$ cat config.mk
export PLATFORM = sky130hd
export DESIGN_NAME = scsi_parity_fifo_diag
export DESIGN_NICKNAME = d
export VERILOG_FILES = /design/src/scsi_parity_fifo_diag.v
export VERILOG_INCLUDE_DIRS = /design/src /design/src/src
export SDC_FILE = /design/constraint.sdc
export NUM_CORES = 1
export LEC_CHECK = 0
export BUFFER_PORTS_ARGS = -buffer_cell sky130_fd_sc_hd__buf_2
export CAP_MARGIN = 20
export CORE_MARGIN = 2
export CORE_UTILIZATION = 25
export DETAILED_ROUTE_END_ITERATION = 6
export GPL_TIMING_DRIVEN = 0
export SLEW_MARGIN = 5
export SYNTH_ARGS = -nofsm -noshare
export SYNTH_HDL_FRONTEND = slang
export SYNTH_SLANG_ARGS = --single-unit
$ cat constraint.sdc
create_clock -name core_clk -period 5 [get_ports core_clk]
set_input_delay 0.25 -clock core_clk [delete_from_list [all_inputs] [get_ports core_clk]]
set_output_delay 0.25 -clock core_clk [all_outputs]
set_load 0.01 [all_outputs]
$ cat src/parity_diag_defines.vh
// register offsets, field positions and sizes for the parity and fifo diagnostic block
`ifndef PARITY_DIAG_DEFINES_VH
`define PARITY_DIAG_DEFINES_VH

`define OFF_SCSI_CONTROL_FIRST   12'h000
`define OFF_SCSI_CONTROL_SECOND  12'h004
`define OFF_TRANSFER_CONFIG      12'h008
`define OFF_SCSI_IRQ_ENABLE      12'h00C
`define OFF_SCSI_STATUS_FIRST    12'h010
`define OFF_SCSI_STATUS_SECOND   12'h014
`define OFF_SCSI_STATUS_THIRD    12'h018
`define OFF_DIAG_STATUS          12'h01C
`define OFF_SCSI_FIFO_READ_PORT  12'h020
`define OFF_FIFO_TEST_CONTROL    12'h024
`define OFF_DMA_FIFO_DATA_PORT   12'h028
`define OFF_DMA_FIFO_PARITY_WR   12'h02C
`define OFF_SCSI_OUTPUT_LATCH    12'h030
`define OFF_SCSI_INPUT_LATCH     12'h034

`define BIT_ASSERT_ATN           1
`define BIT_PARITY_GEN_EN        2
`define BIT_PARITY_CHECK_EN      3
`define BIT_EVEN_PARITY_SEL      2
`define BIT_HALT_ON_PARITY       7
`define BIT_PARITY_IRQ_EN        0
`define BIT_PARITY_ERROR         0
`define BIT_LIVE_SCSI_PARITY     0
`define BIT_LATCHED_PARITY       3
`define BIT_DMA_FIFO_PARITY      3
`define BIT_SCSI_FIFO_PARITY     4
`define BIT_SCSI_FIFO_WR_EN      3
`define BIT_LANE_ACCESS_EN       2

`define DMA_LANE_DEPTH           16
`define DMA_LANE_PTR_W           4
`define SCSI_FIFO_DEPTH          8
`define SCSI_FIFO_PTR_W          3

`endif

$ cat src/scsi_parity_fifo_diag.v
// parity control, error reporting and fifo diagnostic access over apb
//
// Operation
// - even select sets checking and generating sense
// - halt control stops target on parity error
// - parity interrupt only when enable set
// - parity error status set on any error
// - live scsi parity line visible unlatched
// - latched parity of captured input byte
// - dma fifo read copies stored parity
// - write-only bit supplies dma fifo parity
// - scsi fifo read captures popped parity
// - checking disabled means no parity errors
// - generation off: parity flows both ways
// - generation on: generate, never drive host
// - interrupt any mode, halt target only
// - dma fifo four lanes, sixteen deep
// - write top, read bottom, fifo order
// - lane select field, top bit enables
// - write enable lets output latch push
// - generation off: parity from host lane
// - generation on: store selected sense parity
// - generate and check at bits 2,3
// - initiator parity error asserts attention
//
// Design decisions made here: the register offsets and the APB register port.
`timescale 1ns/1ps
`include "parity_diag_defines.vh"

module scsi_parity_fifo_diag (
    input  wire        core_clk,
    input  wire        sys_rst,
    input  wire        psel,
    input  wire        penable,
    input  wire        pwrite,
    input  wire [11:0] paddr,
    input  wire [31:0] pwdata,
    output reg  [31:0] prdata,
    output wire        pready,
    output wire        pslverr,
    input  wire [3:0]  host_parity_lanes_in,
    output reg  [3:0]  host_parity_lanes_out,
    output reg  [3:0]  host_parity_lanes_oe,
    input  wire [31:0] host_data_in,
    input  wire        host_send_valid,
    input  wire [1:0]  host_send_lane,
    output reg  [7:0]  scsi_data_out,
    output reg         scsi_parity_line_out,
    output reg         scsi_parity_line_oe,
    input  wire [7:0]  scsi_data_in,
    input  wire        scsi_parity_line_in,
    input  wire        scsi_recv_strobe,
    input  wire        target_mode,
    output reg         scsi_atn_out,
    output reg         halt_target,
    output wire        parity_irq
);

    // ------------------------------------------------------------
    // pin synchronisers
    // ------------------------------------------------------------
    reg [7:0] sd_meta_reg;
    reg [7:0] sd_sync_reg;
    reg [2:0] sp_meta_reg;
    reg [2:0] sp_sync_reg;
    reg [2:0] sp_prev_reg;
    reg [3:0] hp_meta_reg;
    reg [3:0] hp_sync_reg;

    always @(posedge core_clk or posedge sys_rst) begin
        if (sys_rst) begin
            sd_meta_reg <= 8'h00;
            sd_sync_reg <= 8'h00;
            sp_meta_reg <= 3'h0;
            sp_sync_reg <= 3'h0;
            sp_prev_reg <= 3'h0;
            hp_meta_reg <= 4'h0;
            hp_sync_reg <= 4'h0;
        end else begin
            sd_meta_reg <= scsi_data_in;
            sd_sync_reg <= sd_meta_reg;
            sp_meta_reg <= {scsi_recv_strobe, target_mode, scsi_parity_line_in};
            sp_sync_reg <= sp_meta_reg;
            sp_prev_reg <= sp_sync_reg;
            hp_meta_reg <= host_parity_lanes_in;
            hp_sync_reg <= hp_meta_reg;
        end
    end

    wire scsi_par_live = sp_sync_reg[0];
    wire tgt_mode      = sp_sync_reg[1];
    // strobe edge seen in the first cycle its synchronised level is high, data synchronised to the same depth
    wire recv_pulse    = sp_sync_reg[2] & ~sp_prev_reg[2];

    // ------------------------------------------------------------
    // control registers
    // ------------------------------------------------------------
    reg [7:0] ctrl_first_reg;
    reg [7:0] ctrl_second_reg;
    reg [7:0] xfer_cfg_reg;
    reg [7:0] irq_en_reg;
    reg [7:0] test_ctrl_reg;
    reg       dma_par_wr_reg;

    wire gen_en   = ctrl_first_reg[`BIT_PARITY_GEN_EN];
    wire chk_en   = ctrl_first_reg[`BIT_PARITY_CHECK_EN];
    wire atn_en   = ctrl_first_reg[`BIT_ASSERT_ATN];
    wire even_sel = ctrl_second_reg[`BIT_EVEN_PARITY_SEL];
    wire halt_en  = xfer_cfg_reg[`BIT_HALT_ON_PARITY];
    wire irq_en   = irq_en_reg[`BIT_PARITY_IRQ_EN];
    wire lane_access_enable = test_ctrl_reg[`BIT_LANE_ACCESS_EN];
    wire [1:0] lane_sel = test_ctrl_reg[1:0];
    wire sfifo_wr_en = test_ctrl_reg[`BIT_SCSI_FIFO_WR_EN];

    wire access = psel & penable;
    wire wr     = access & pwrite;
    wire rd     = access & ~pwrite;
    assign pready = 1'b1;

    reg addr_ok;
    always @* begin
        case (paddr)
            `OFF_SCSI_CONTROL_FIRST, `OFF_SCSI_CONTROL_SECOND,
            `OFF_TRANSFER_CONFIG, `OFF_SCSI_IRQ_ENABLE,
            `OFF_SCSI_STATUS_FIRST, `OFF_SCSI_STATUS_SECOND,
            `OFF_SCSI_STATUS_THIRD, `OFF_DIAG_STATUS,
            `OFF_SCSI_FIFO_READ_PORT, `OFF_FIFO_TEST_CONTROL,
            `OFF_DMA_FIFO_DATA_PORT, `OFF_DMA_FIFO_PARITY_WR,
            `OFF_SCSI_OUTPUT_LATCH, `OFF_SCSI_INPUT_LATCH: addr_ok = 1'b1;
            default: addr_ok = 1'b0;
        endcase
    end
    assign pslverr = access & ~addr_ok;

    always @(posedge core_clk or posedge sys_rst) begin
        if (sys_rst) begin
            ctrl_first_reg  <= 8'h00;
            ctrl_second_reg <= 8'h00;
            xfer_cfg_reg    <= 8'h00;
            irq_en_reg      <= 8'h00;
            test_ctrl_reg   <= 8'h00;
            dma_par_wr_reg  <= 1'b0;
        end else if (wr) begin
            case (paddr)
                `OFF_SCSI_CONTROL_FIRST:  ctrl_first_reg  <= pwdata[7:0];
                `OFF_SCSI_CONTROL_SECOND: ctrl_second_reg <= pwdata[7:0];
                `OFF_TRANSFER_CONFIG:     xfer_cfg_reg    <= pwdata[7:0];
                `OFF_SCSI_IRQ_ENABLE:     irq_en_reg      <= pwdata[7:0];
                `OFF_FIFO_TEST_CONTROL:   test_ctrl_reg   <= pwdata[7:0];
                // held until rewritten; software refreshes it per write
                `OFF_DMA_FIFO_PARITY_WR:  dma_par_wr_reg  <= pwdata[`BIT_DMA_FIFO_PARITY];
                default: ;
            endcase
        end
    end

    // ------------------------------------------------------------
    // parity functions
    // ------------------------------------------------------------
    // odd sense: byte plus parity has odd ones count
    function gen_par;
        input [7:0] d;
        input       ev;
        begin
            gen_par = ev ? (^d) : ~(^d);
        end
    endfunction

    // ------------------------------------------------------------
    // dma fifo: four lanes of sixteen nine-bit entries
    // ------------------------------------------------------------
    wire dma_wr = wr & lane_access_enable & (paddr == `OFF_DMA_FIFO_DATA_PORT);
    wire dma_rd = rd & lane_access_enable & (paddr == `OFF_DMA_FIFO_DATA_PORT);
    wire [8:0] lane_head [0:3];

    genvar g;
    generate
        for (g = 0; g < 4; g = g + 1) begin : g_lane
            reg [8:0] mem [0:`DMA_LANE_DEPTH-1];
            reg [`DMA_LANE_PTR_W:0] wp_reg;
            reg [`DMA_LANE_PTR_W:0] rp_reg;
            wire sel  = (lane_sel == g);
            wire full = (wp_reg[`DMA_LANE_PTR_W] != rp_reg[`DMA_LANE_PTR_W]) &&
                        (wp_reg[`DMA_LANE_PTR_W-1:0] == rp_reg[`DMA_LANE_PTR_W-1:0]);
            wire emp  = (wp_reg == rp_reg);
            always @(posedge core_clk) begin
                if (dma_wr & sel & ~full) begin
                    mem[wp_reg[`DMA_LANE_PTR_W-1:0]] <= {dma_par_wr_reg, pwdata[7:0]};
                end
            end
            always @(posedge core_clk or posedge sys_rst) begin
                if (sys_rst) begin
                    wp_reg <= 5'h00;
                    rp_reg <= 5'h00;
                end else begin
                    if (dma_wr & sel & ~full) begin
                        wp_reg <= wp_reg + 5'h01;
                    end
                    if (dma_rd & sel & ~emp) begin
                        rp_reg <= rp_reg + 5'h01;
                    end
                end
            end
            assign lane_head[g] = mem[rp_reg[`DMA_LANE_PTR_W-1:0]];
        end
    endgenerate

    wire [8:0] dma_head = lane_head[lane_sel];

    // ------------------------------------------------------------
    // scsi fifo, loaded through the output latch in test
    // ------------------------------------------------------------
    reg [8:0] sfifo_mem [0:`SCSI_FIFO_DEPTH-1];
    reg [`SCSI_FIFO_PTR_W:0] swp_reg;
    reg [`SCSI_FIFO_PTR_W:0] srp_reg;
    wire sfifo_empty = (swp_reg == srp_reg);
    wire sfifo_full  = (swp_reg[`SCSI_FIFO_PTR_W] != srp_reg[`SCSI_FIFO_PTR_W]) &&
                       (swp_reg[`SCSI_FIFO_PTR_W-1:0] == srp_reg[`SCSI_FIFO_PTR_W-1:0]);
    wire odl_wr  = wr & (paddr == `OFF_SCSI_OUTPUT_LATCH);
    wire s_push  = odl_wr & sfifo_wr_en & ~sfifo_full;
    wire s_pop   = rd & (paddr == `OFF_SCSI_FIFO_READ_PORT) & ~sfifo_empty;
    // host parity lane 0 is always used, whatever the latch's byte lane
    // every input passed in, so the assign re-evaluates on any change
    wire load_par = gen_par_sel(pwdata[7:0], gen_en, even_sel, hp_sync_reg[0]);

    function gen_par_sel;
        input [7:0] d;
        input       ge;
        input       ev;
        input       hp;
        begin
            if (ge) begin
                gen_par_sel = gen_par(d, ev);
            end else begin
                gen_par_sel = hp;
            end
        end
    endfunction

    always @(posedge core_clk) begin
        if (s_push) begin
            sfifo_mem[swp_reg[`SCSI_FIFO_PTR_W-1:0]] <= {load_par, pwdata[7:0]};
        end
    end

    always @(posedge core_clk or posedge sys_rst) begin
        if (sys_rst) begin
            swp_reg <= 4'h0;
            srp_reg <= 4'h0;
        end else begin
            if (s_push) begin
                swp_reg <= swp_reg + 4'h1;
            end
            if (s_pop) begin
                srp_reg <= srp_reg + 4'h1;
            end
        end
    end

    wire [8:0] sfifo_head = sfifo_mem[srp_reg[`SCSI_FIFO_PTR_W-1:0]];

    // ------------------------------------------------------------
    // send and receive paths, error detection
    // ------------------------------------------------------------
    reg [7:0] odl_reg;
    reg       odl_par_reg;
    reg [8:0] idl_reg;
    reg       dma_par_rd_reg;
    reg       sfifo_par_rd_reg;
    reg       par_err_reg;
    reg       irq_reg;

    wire [7:0] send_byte = host_data_in[{host_send_lane, 3'b000} +: 8];
    wire       send_host_par = hp_sync_reg[host_send_lane];
    wire       send_bad = send_host_par != gen_par(send_byte, even_sel);
    wire       recv_bad = sp_sync_reg[0] != gen_par(sd_sync_reg, even_sel);
    // system side checked on outgoing data, scsi side on received data
    wire err_evt = chk_en & ((host_send_valid & send_bad) | (recv_pulse & recv_bad));

    always @(posedge core_clk or posedge sys_rst) begin
        if (sys_rst) begin
            odl_reg          <= 8'h00;
            odl_par_reg      <= 1'b0;
            idl_reg          <= 9'h000;
            dma_par_rd_reg   <= 1'b0;
            sfifo_par_rd_reg <= 1'b0;
            par_err_reg      <= 1'b0;
            halt_target      <= 1'b0;
            scsi_atn_out     <= 1'b0;
        end else begin
            if (host_send_valid) begin
                odl_reg     <= send_byte;
                odl_par_reg <= gen_en ? gen_par(send_byte, even_sel) : send_host_par;
            end
            if (recv_pulse) begin
                idl_reg <= {scsi_par_live, sd_sync_reg};
            end
            if (dma_rd) begin
                dma_par_rd_reg <= dma_head[8];
            end
            if (s_pop) begin
                sfifo_par_rd_reg <= sfifo_head[8];
            end
            // set wins over read-clear in the same cycle
            if (err_evt) begin
                par_err_reg <= 1'b1;
            end else if (rd & (paddr == `OFF_SCSI_STATUS_FIRST)) begin
                par_err_reg <= 1'b0;
            end
            if (err_evt & halt_en & tgt_mode) begin
                halt_target <= 1'b1;
            end else if (wr & (paddr == `OFF_TRANSFER_CONFIG)) begin
                halt_target <= 1'b0;
            end
            if (err_evt & atn_en & ~tgt_mode) begin
                scsi_atn_out <= 1'b1;
            end else if (wr & (paddr == `OFF_SCSI_CONTROL_FIRST)) begin
                scsi_atn_out <= 1'b0;
            end
        end
    end

    // interrupt independent of halt and of mode
    always @(posedge core_clk or posedge sys_rst) begin
        if (sys_rst) begin
            irq_reg <= 1'b0;
        end else begin
            irq_reg <= (par_err_reg | err_evt) & irq_en;
        end
    end
    assign parity_irq = irq_reg;

    always @(posedge core_clk or posedge sys_rst) begin
        if (sys_rst) begin
            scsi_data_out         <= 8'h00;
            scsi_parity_line_out  <= 1'b0;
            scsi_parity_line_oe   <= 1'b0;
            host_parity_lanes_out <= 4'h0;
            host_parity_lanes_oe  <= 4'h0;
        end else begin
            scsi_data_out        <= odl_reg;
            scsi_parity_line_out <= odl_par_reg;
            scsi_parity_line_oe  <= 1'b1;
            host_parity_lanes_out <= {4{idl_reg[8]}};
            // received parity only reaches the host in flow-through
            host_parity_lanes_oe  <= gen_en ? 4'h0 : 4'hF;
        end
    end

    // ------------------------------------------------------------
    // read mux
    // ------------------------------------------------------------
    always @* begin
        prdata = 32'h0000_0000;
        case (paddr)
            `OFF_SCSI_CONTROL_FIRST:  prdata[7:0] = ctrl_first_reg;
            `OFF_SCSI_CONTROL_SECOND: prdata[7:0] = ctrl_second_reg;
            `OFF_TRANSFER_CONFIG:     prdata[7:0] = xfer_cfg_reg;
            `OFF_SCSI_IRQ_ENABLE:     prdata[7:0] = irq_en_reg;
            `OFF_SCSI_STATUS_FIRST:   prdata[`BIT_PARITY_ERROR] = par_err_reg;
            `OFF_SCSI_STATUS_SECOND:  prdata[`BIT_LIVE_SCSI_PARITY] = scsi_par_live;
            `OFF_SCSI_STATUS_THIRD:   prdata[`BIT_LATCHED_PARITY] = idl_reg[8];
            `OFF_DIAG_STATUS: begin
                prdata[`BIT_DMA_FIFO_PARITY]  = dma_par_rd_reg;
                prdata[`BIT_SCSI_FIFO_PARITY] = sfifo_par_rd_reg;
            end
            `OFF_SCSI_FIFO_READ_PORT: prdata[7:0] = sfifo_head[7:0];
            `OFF_FIFO_TEST_CONTROL:   prdata[7:0] = test_ctrl_reg;
            `OFF_DMA_FIFO_DATA_PORT:  prdata[7:0] = lane_access_enable ? dma_head[7:0] : 8'h00;
            `OFF_SCSI_OUTPUT_LATCH:   prdata[7:0] = odl_reg;
            `OFF_SCSI_INPUT_LATCH:    prdata[7:0] = idl_reg[7:0];
            default:                  prdata = 32'h0000_0000;
        endcase
    end

endmodule // scsi_parity_fifo_diag

==> summary.md <==
| Metric | Value |
|---|---|
| Status | `complete, no violations` |
| Met3 routing resource usage after global routing | `2.40%` |
| PostCTS Resize Cnt | `0` |
| Number of I/O port buffers | `100` |
| RSZ-0062 raised after global routing | `false` |
| Share of synthesized registers carrying an async set or reset | `about a fifth` |
| Class of the worst hold path | `in -> reg` |
| All-layer global routing usage | `11.3%` |
| Worst-path fanout max | `10` |
| Final weighted congestion of routability-driven global placement | `0.859` |
| Maximum number of pins on one net before global-route repair | `117` |
| Worst path bufs/invs | `3` |
| Total Neg Setup Slack | `0 ns` |
| Final setup violation count | `0` |
| Deepest clock path buffer count | `3` |
| Cell with the most instances after synthesis | `edfxtp_1` |
| Pin slew with the least headroom to its limit | `~1.2 ns` |
| Number of enable-type register cells in the synthesized netlist | `648` |
| Worst slack at placement | `roughly 0.88 ns` |
| Leak | `roughly 13 nW` |
| Worst r2r dst | `g_lane[2].mem[6][1]$_DFFE_PP_` |
| Vias | `roughly 16000` |
| Average size of a mapped cell | `19.8 um2` |
| Via count of the first global-routing pass | `17000` |
| Critical Path Start Type | `flop` |
| Clock period minus worst slack | `about 4.7 ns` |
| Average wire per cell in the routed design | `slightly above 20 um` |
| Period Utilization, post-route | `between 90% and 100%` |
| Core area | `129000 um2` |
| HPWL after detailed placement | `50.4 mm` |
| Post-Syn Area | `32500 um2` |
| Hold-critical path depth | `1` |
| Antenna-violating nets left | `0` |
| Area of the die | `133000 um2` |
| GR peak layer | `met2` |
| Top area cells in the synthesized netlist | `edfxtp_1 60%, mux4_2 14%, dfrtp_1 12%, mux2_2 2.3%, xnor2_1 1.3%` |
| CP max stage delay | `0.60 ns` |
| Total grt overflow | `0` |
| CTS clock-pin slew for the worst setup and hold paths | `0.06 ns` |
| Worst slew margin relative to its limit | `22.4%` |
| Commonest cells in the netlist | `648 x edfxtp_1, 207 x mux4_2, 156 x dfrtp_1, 66 x mux2_2, 65 x nor2_1` |
| Fraction of met1 tracks used by global routing | `15.6%` |
| Starting density of the core | `25.1%` |
| Cell type contributing the most total cell area after synthesis | `edfxtp_1` |
| Synth Warn # | `0` |
| Crit path max-delay family | `buffers and inverters` |
| Antenna violations before repair | `2` |
| Total I/O pin count | `about 150` |
| DIE HEIGHT | `~360 um` |
| Slowest cell on the critical path | `clkbuf_1` |
| Clock latency on the worst-skew pair | `0.63 ns` |
| CTS HTree Levels | `3` |
| Post-Route Utilization | `29.6%` |
| Site Rows | `about 130` |
| Total power after layout | `13.6 mW` |
| Post-synth cell types | `60` |
| Fin Hold WS | `between 0.1 and 0.15 ns` |
| Drt drc | `0` |
| Type of the setup path with the least slack | `reg -> out` |
| # clock sinks | `804` |
| Cell Chain, Critical Path | `clkbuf_1 -> clkbuf_1 -> mux4_2 -> mux4_2 -> a22oi_1 -> a21oi_1 -> a2111o_1 -> buf_2` |
| Number of instances in the synthesized netlist | `~1600` |
| CTS Root Buffer Type | `clkbuf_16` |
| Total wirelength of the detailed-routed design | `76.0 mm` |
| Number of hold buffers added after CTS | `17` |
| Hold Vio Cnt, Final | `0` |
| Clock skew | `0.0269 ns` |
| Worst voltage drop across the vdd grid | `0.000214 V` |
| Worst EP required | `4.75 ns` |
| Worst setup margin | `0.287 ns` |
| GR met2 Demand/Resource | `18.2%` |
| Max Cap Viol | `0` |
| Achievable Freq | `approximately 210 MHz` |
| Number of iterations in the first detailed-routing pass | `5` |
| Flip-flop count of the largest register after layout | `about 580` |
| Worst Reg-to-Reg Cells | `6` |
| Total power density per cell area | `355 nW/um2` |
| Via density per instance | `roughly 4.5` |
| Die width | `approximately 360 um` |
| Area growth from synthesis to layout | `17.8%` |
| CP endpoint kind | `output port` |
| Startpoint of the worst-slack reg-to-reg timing path | `test_ctrl_reg[1]$_DFFE_PP0P_` |
| End point of the most critical hold path | `g_lane[3].mem[14][2]$_DFFE_PP_` |
| Sequential fraction of the synthesis area | `71.9%` |
| DRC violation total after the first TritonRoute iteration | `around 1500` |
| R2R Setup Slk | `between 1 and 1.5 ns` |
| Final-report max-slew violation count | `0` |
| Prevailing post-synth register cell | `edfxtp_1` |
| Arrival time reported for the critical path endpoint | `4.46 ns` |
| Synth top area share | `between 50% and 60%` |
| Global-route wire length before repair | `~110 mm` |
| Fraction of final layout cells with drive strength greater than 1 | `30.7%` |
| Number of fillers in the final layout | `12600` |
| Number of buffers inserted during clock tree synthesis | `79` |
| Net count reported at finish | `2004` |
| CTS tree | `yes` |
| Number of register bits inferred by synthesis | `804` |
| Start point of the worst min-delay path | `pwdata[2]` |
| Setup fix buffers added after clock tree synthesis | `0` |
-- area by class of cell --
class                           instances  area (um2)  share of cell area (%)
Antenna cell                            1        2.50                 0.00654
Sequential cell                       804       23400                    61.1
Tap cell                             1742        2180                    5.70
Clock buffer                          100        2110                    5.51
Timing Repair Buffer                  141         918                    2.40
Inverter                               21        86.3                   0.226
Buffer                                109         589                    1.54
Clock inverter                         45         415                    1.09
Multi-Input combinational cell        727        8590                    22.5
-- stage by stage --
stage,std cells,area (um2)
2_1_floorplan,1661,32600
3_3_place_gp,3503,35300
3_5_place_dp,3524,35500
4_1_cts,3686,38200
5_1_grt,3689,38300
6_report,3690,38300
-- power breakdown --
part	switching [mW]	total, mW	internal, mW
Combinational	0.249	0.404	0.155
Clock	2.49	5.85	3.36
Sequential	0.0389	7.33	7.29
-- logic make-up (layout without fill, tap and decap cells) --
logic type | Yosys count | after routing | synth area share, %
flops | 804 | 804 | 71.9
simple gates | 213 | 213 | 3.24
mux | 289 | 289 | 17.1
fa+ha+maj | 22 | 22 | 0.847
compound gates | 89 | 89 | 2.28
other cells | 2 | 27 | 0.0231
buf+inv | 130 | 416 | 2.06
xor+xnor | 88 | 88 | 2.50
-- cells in the final DEF, fill, tap and decap left out, types with 20 or more instances in the layout --
| cell | n |
|---|---|
| xnor2_1 | 47 |
| conb_1 | 26 |
| edfxtp_1 | 648 |
| xor2_1 | 38 |
| nor2_1 | 65 |
| buf_2 | 112 |
| clkbuf_1 | 52 |
| mux4_2 | 207 |
| ha_1 | 22 |
| buf_1 | 24 |
| inv_1 | 20 |
| dfrtp_1 | 155 |
| nand2_1 | 49 |
| buf_4 | 52 |
| clkbuf_16 | 81 |
| mux2_2 | 66 |
-- worst max-delay path by stage --
stage                                    start                              end  slack (ns)  cells past startpoint
6_report       g_lane[3].rp_reg[1]$_DFFE_PP0P_                        prdata[4]        0.29                      8
3_3_place_gp                           sys_rst  g_lane[3].rp_reg[0]$_DFFE_PP0P_       -1.36                      2
4_1_cts        g_lane[2].rp_reg[1]$_DFFE_PP0P_                        prdata[0]        0.20                      8
5_1_grt        g_lane[3].rp_reg[1]$_DFFE_PP0P_                        prdata[4]        0.12                      8
3_5_place_dp   g_lane[2].rp_reg[1]$_DFFE_PP0P_                        prdata[0]        0.88                      8
2_1_floorplan                          sys_rst    ctrl_first_reg[0]$_DFFE_PP0P_        0.54                      1
-- metal layers --
metal,part of all wire [%],vias to the layer above
met5,0.011,-
li1,-,7028
met4,1.8,2
met3,7.2,103
met2,48,622
met1,43,8712
Power figures use the tool's default switching activity.
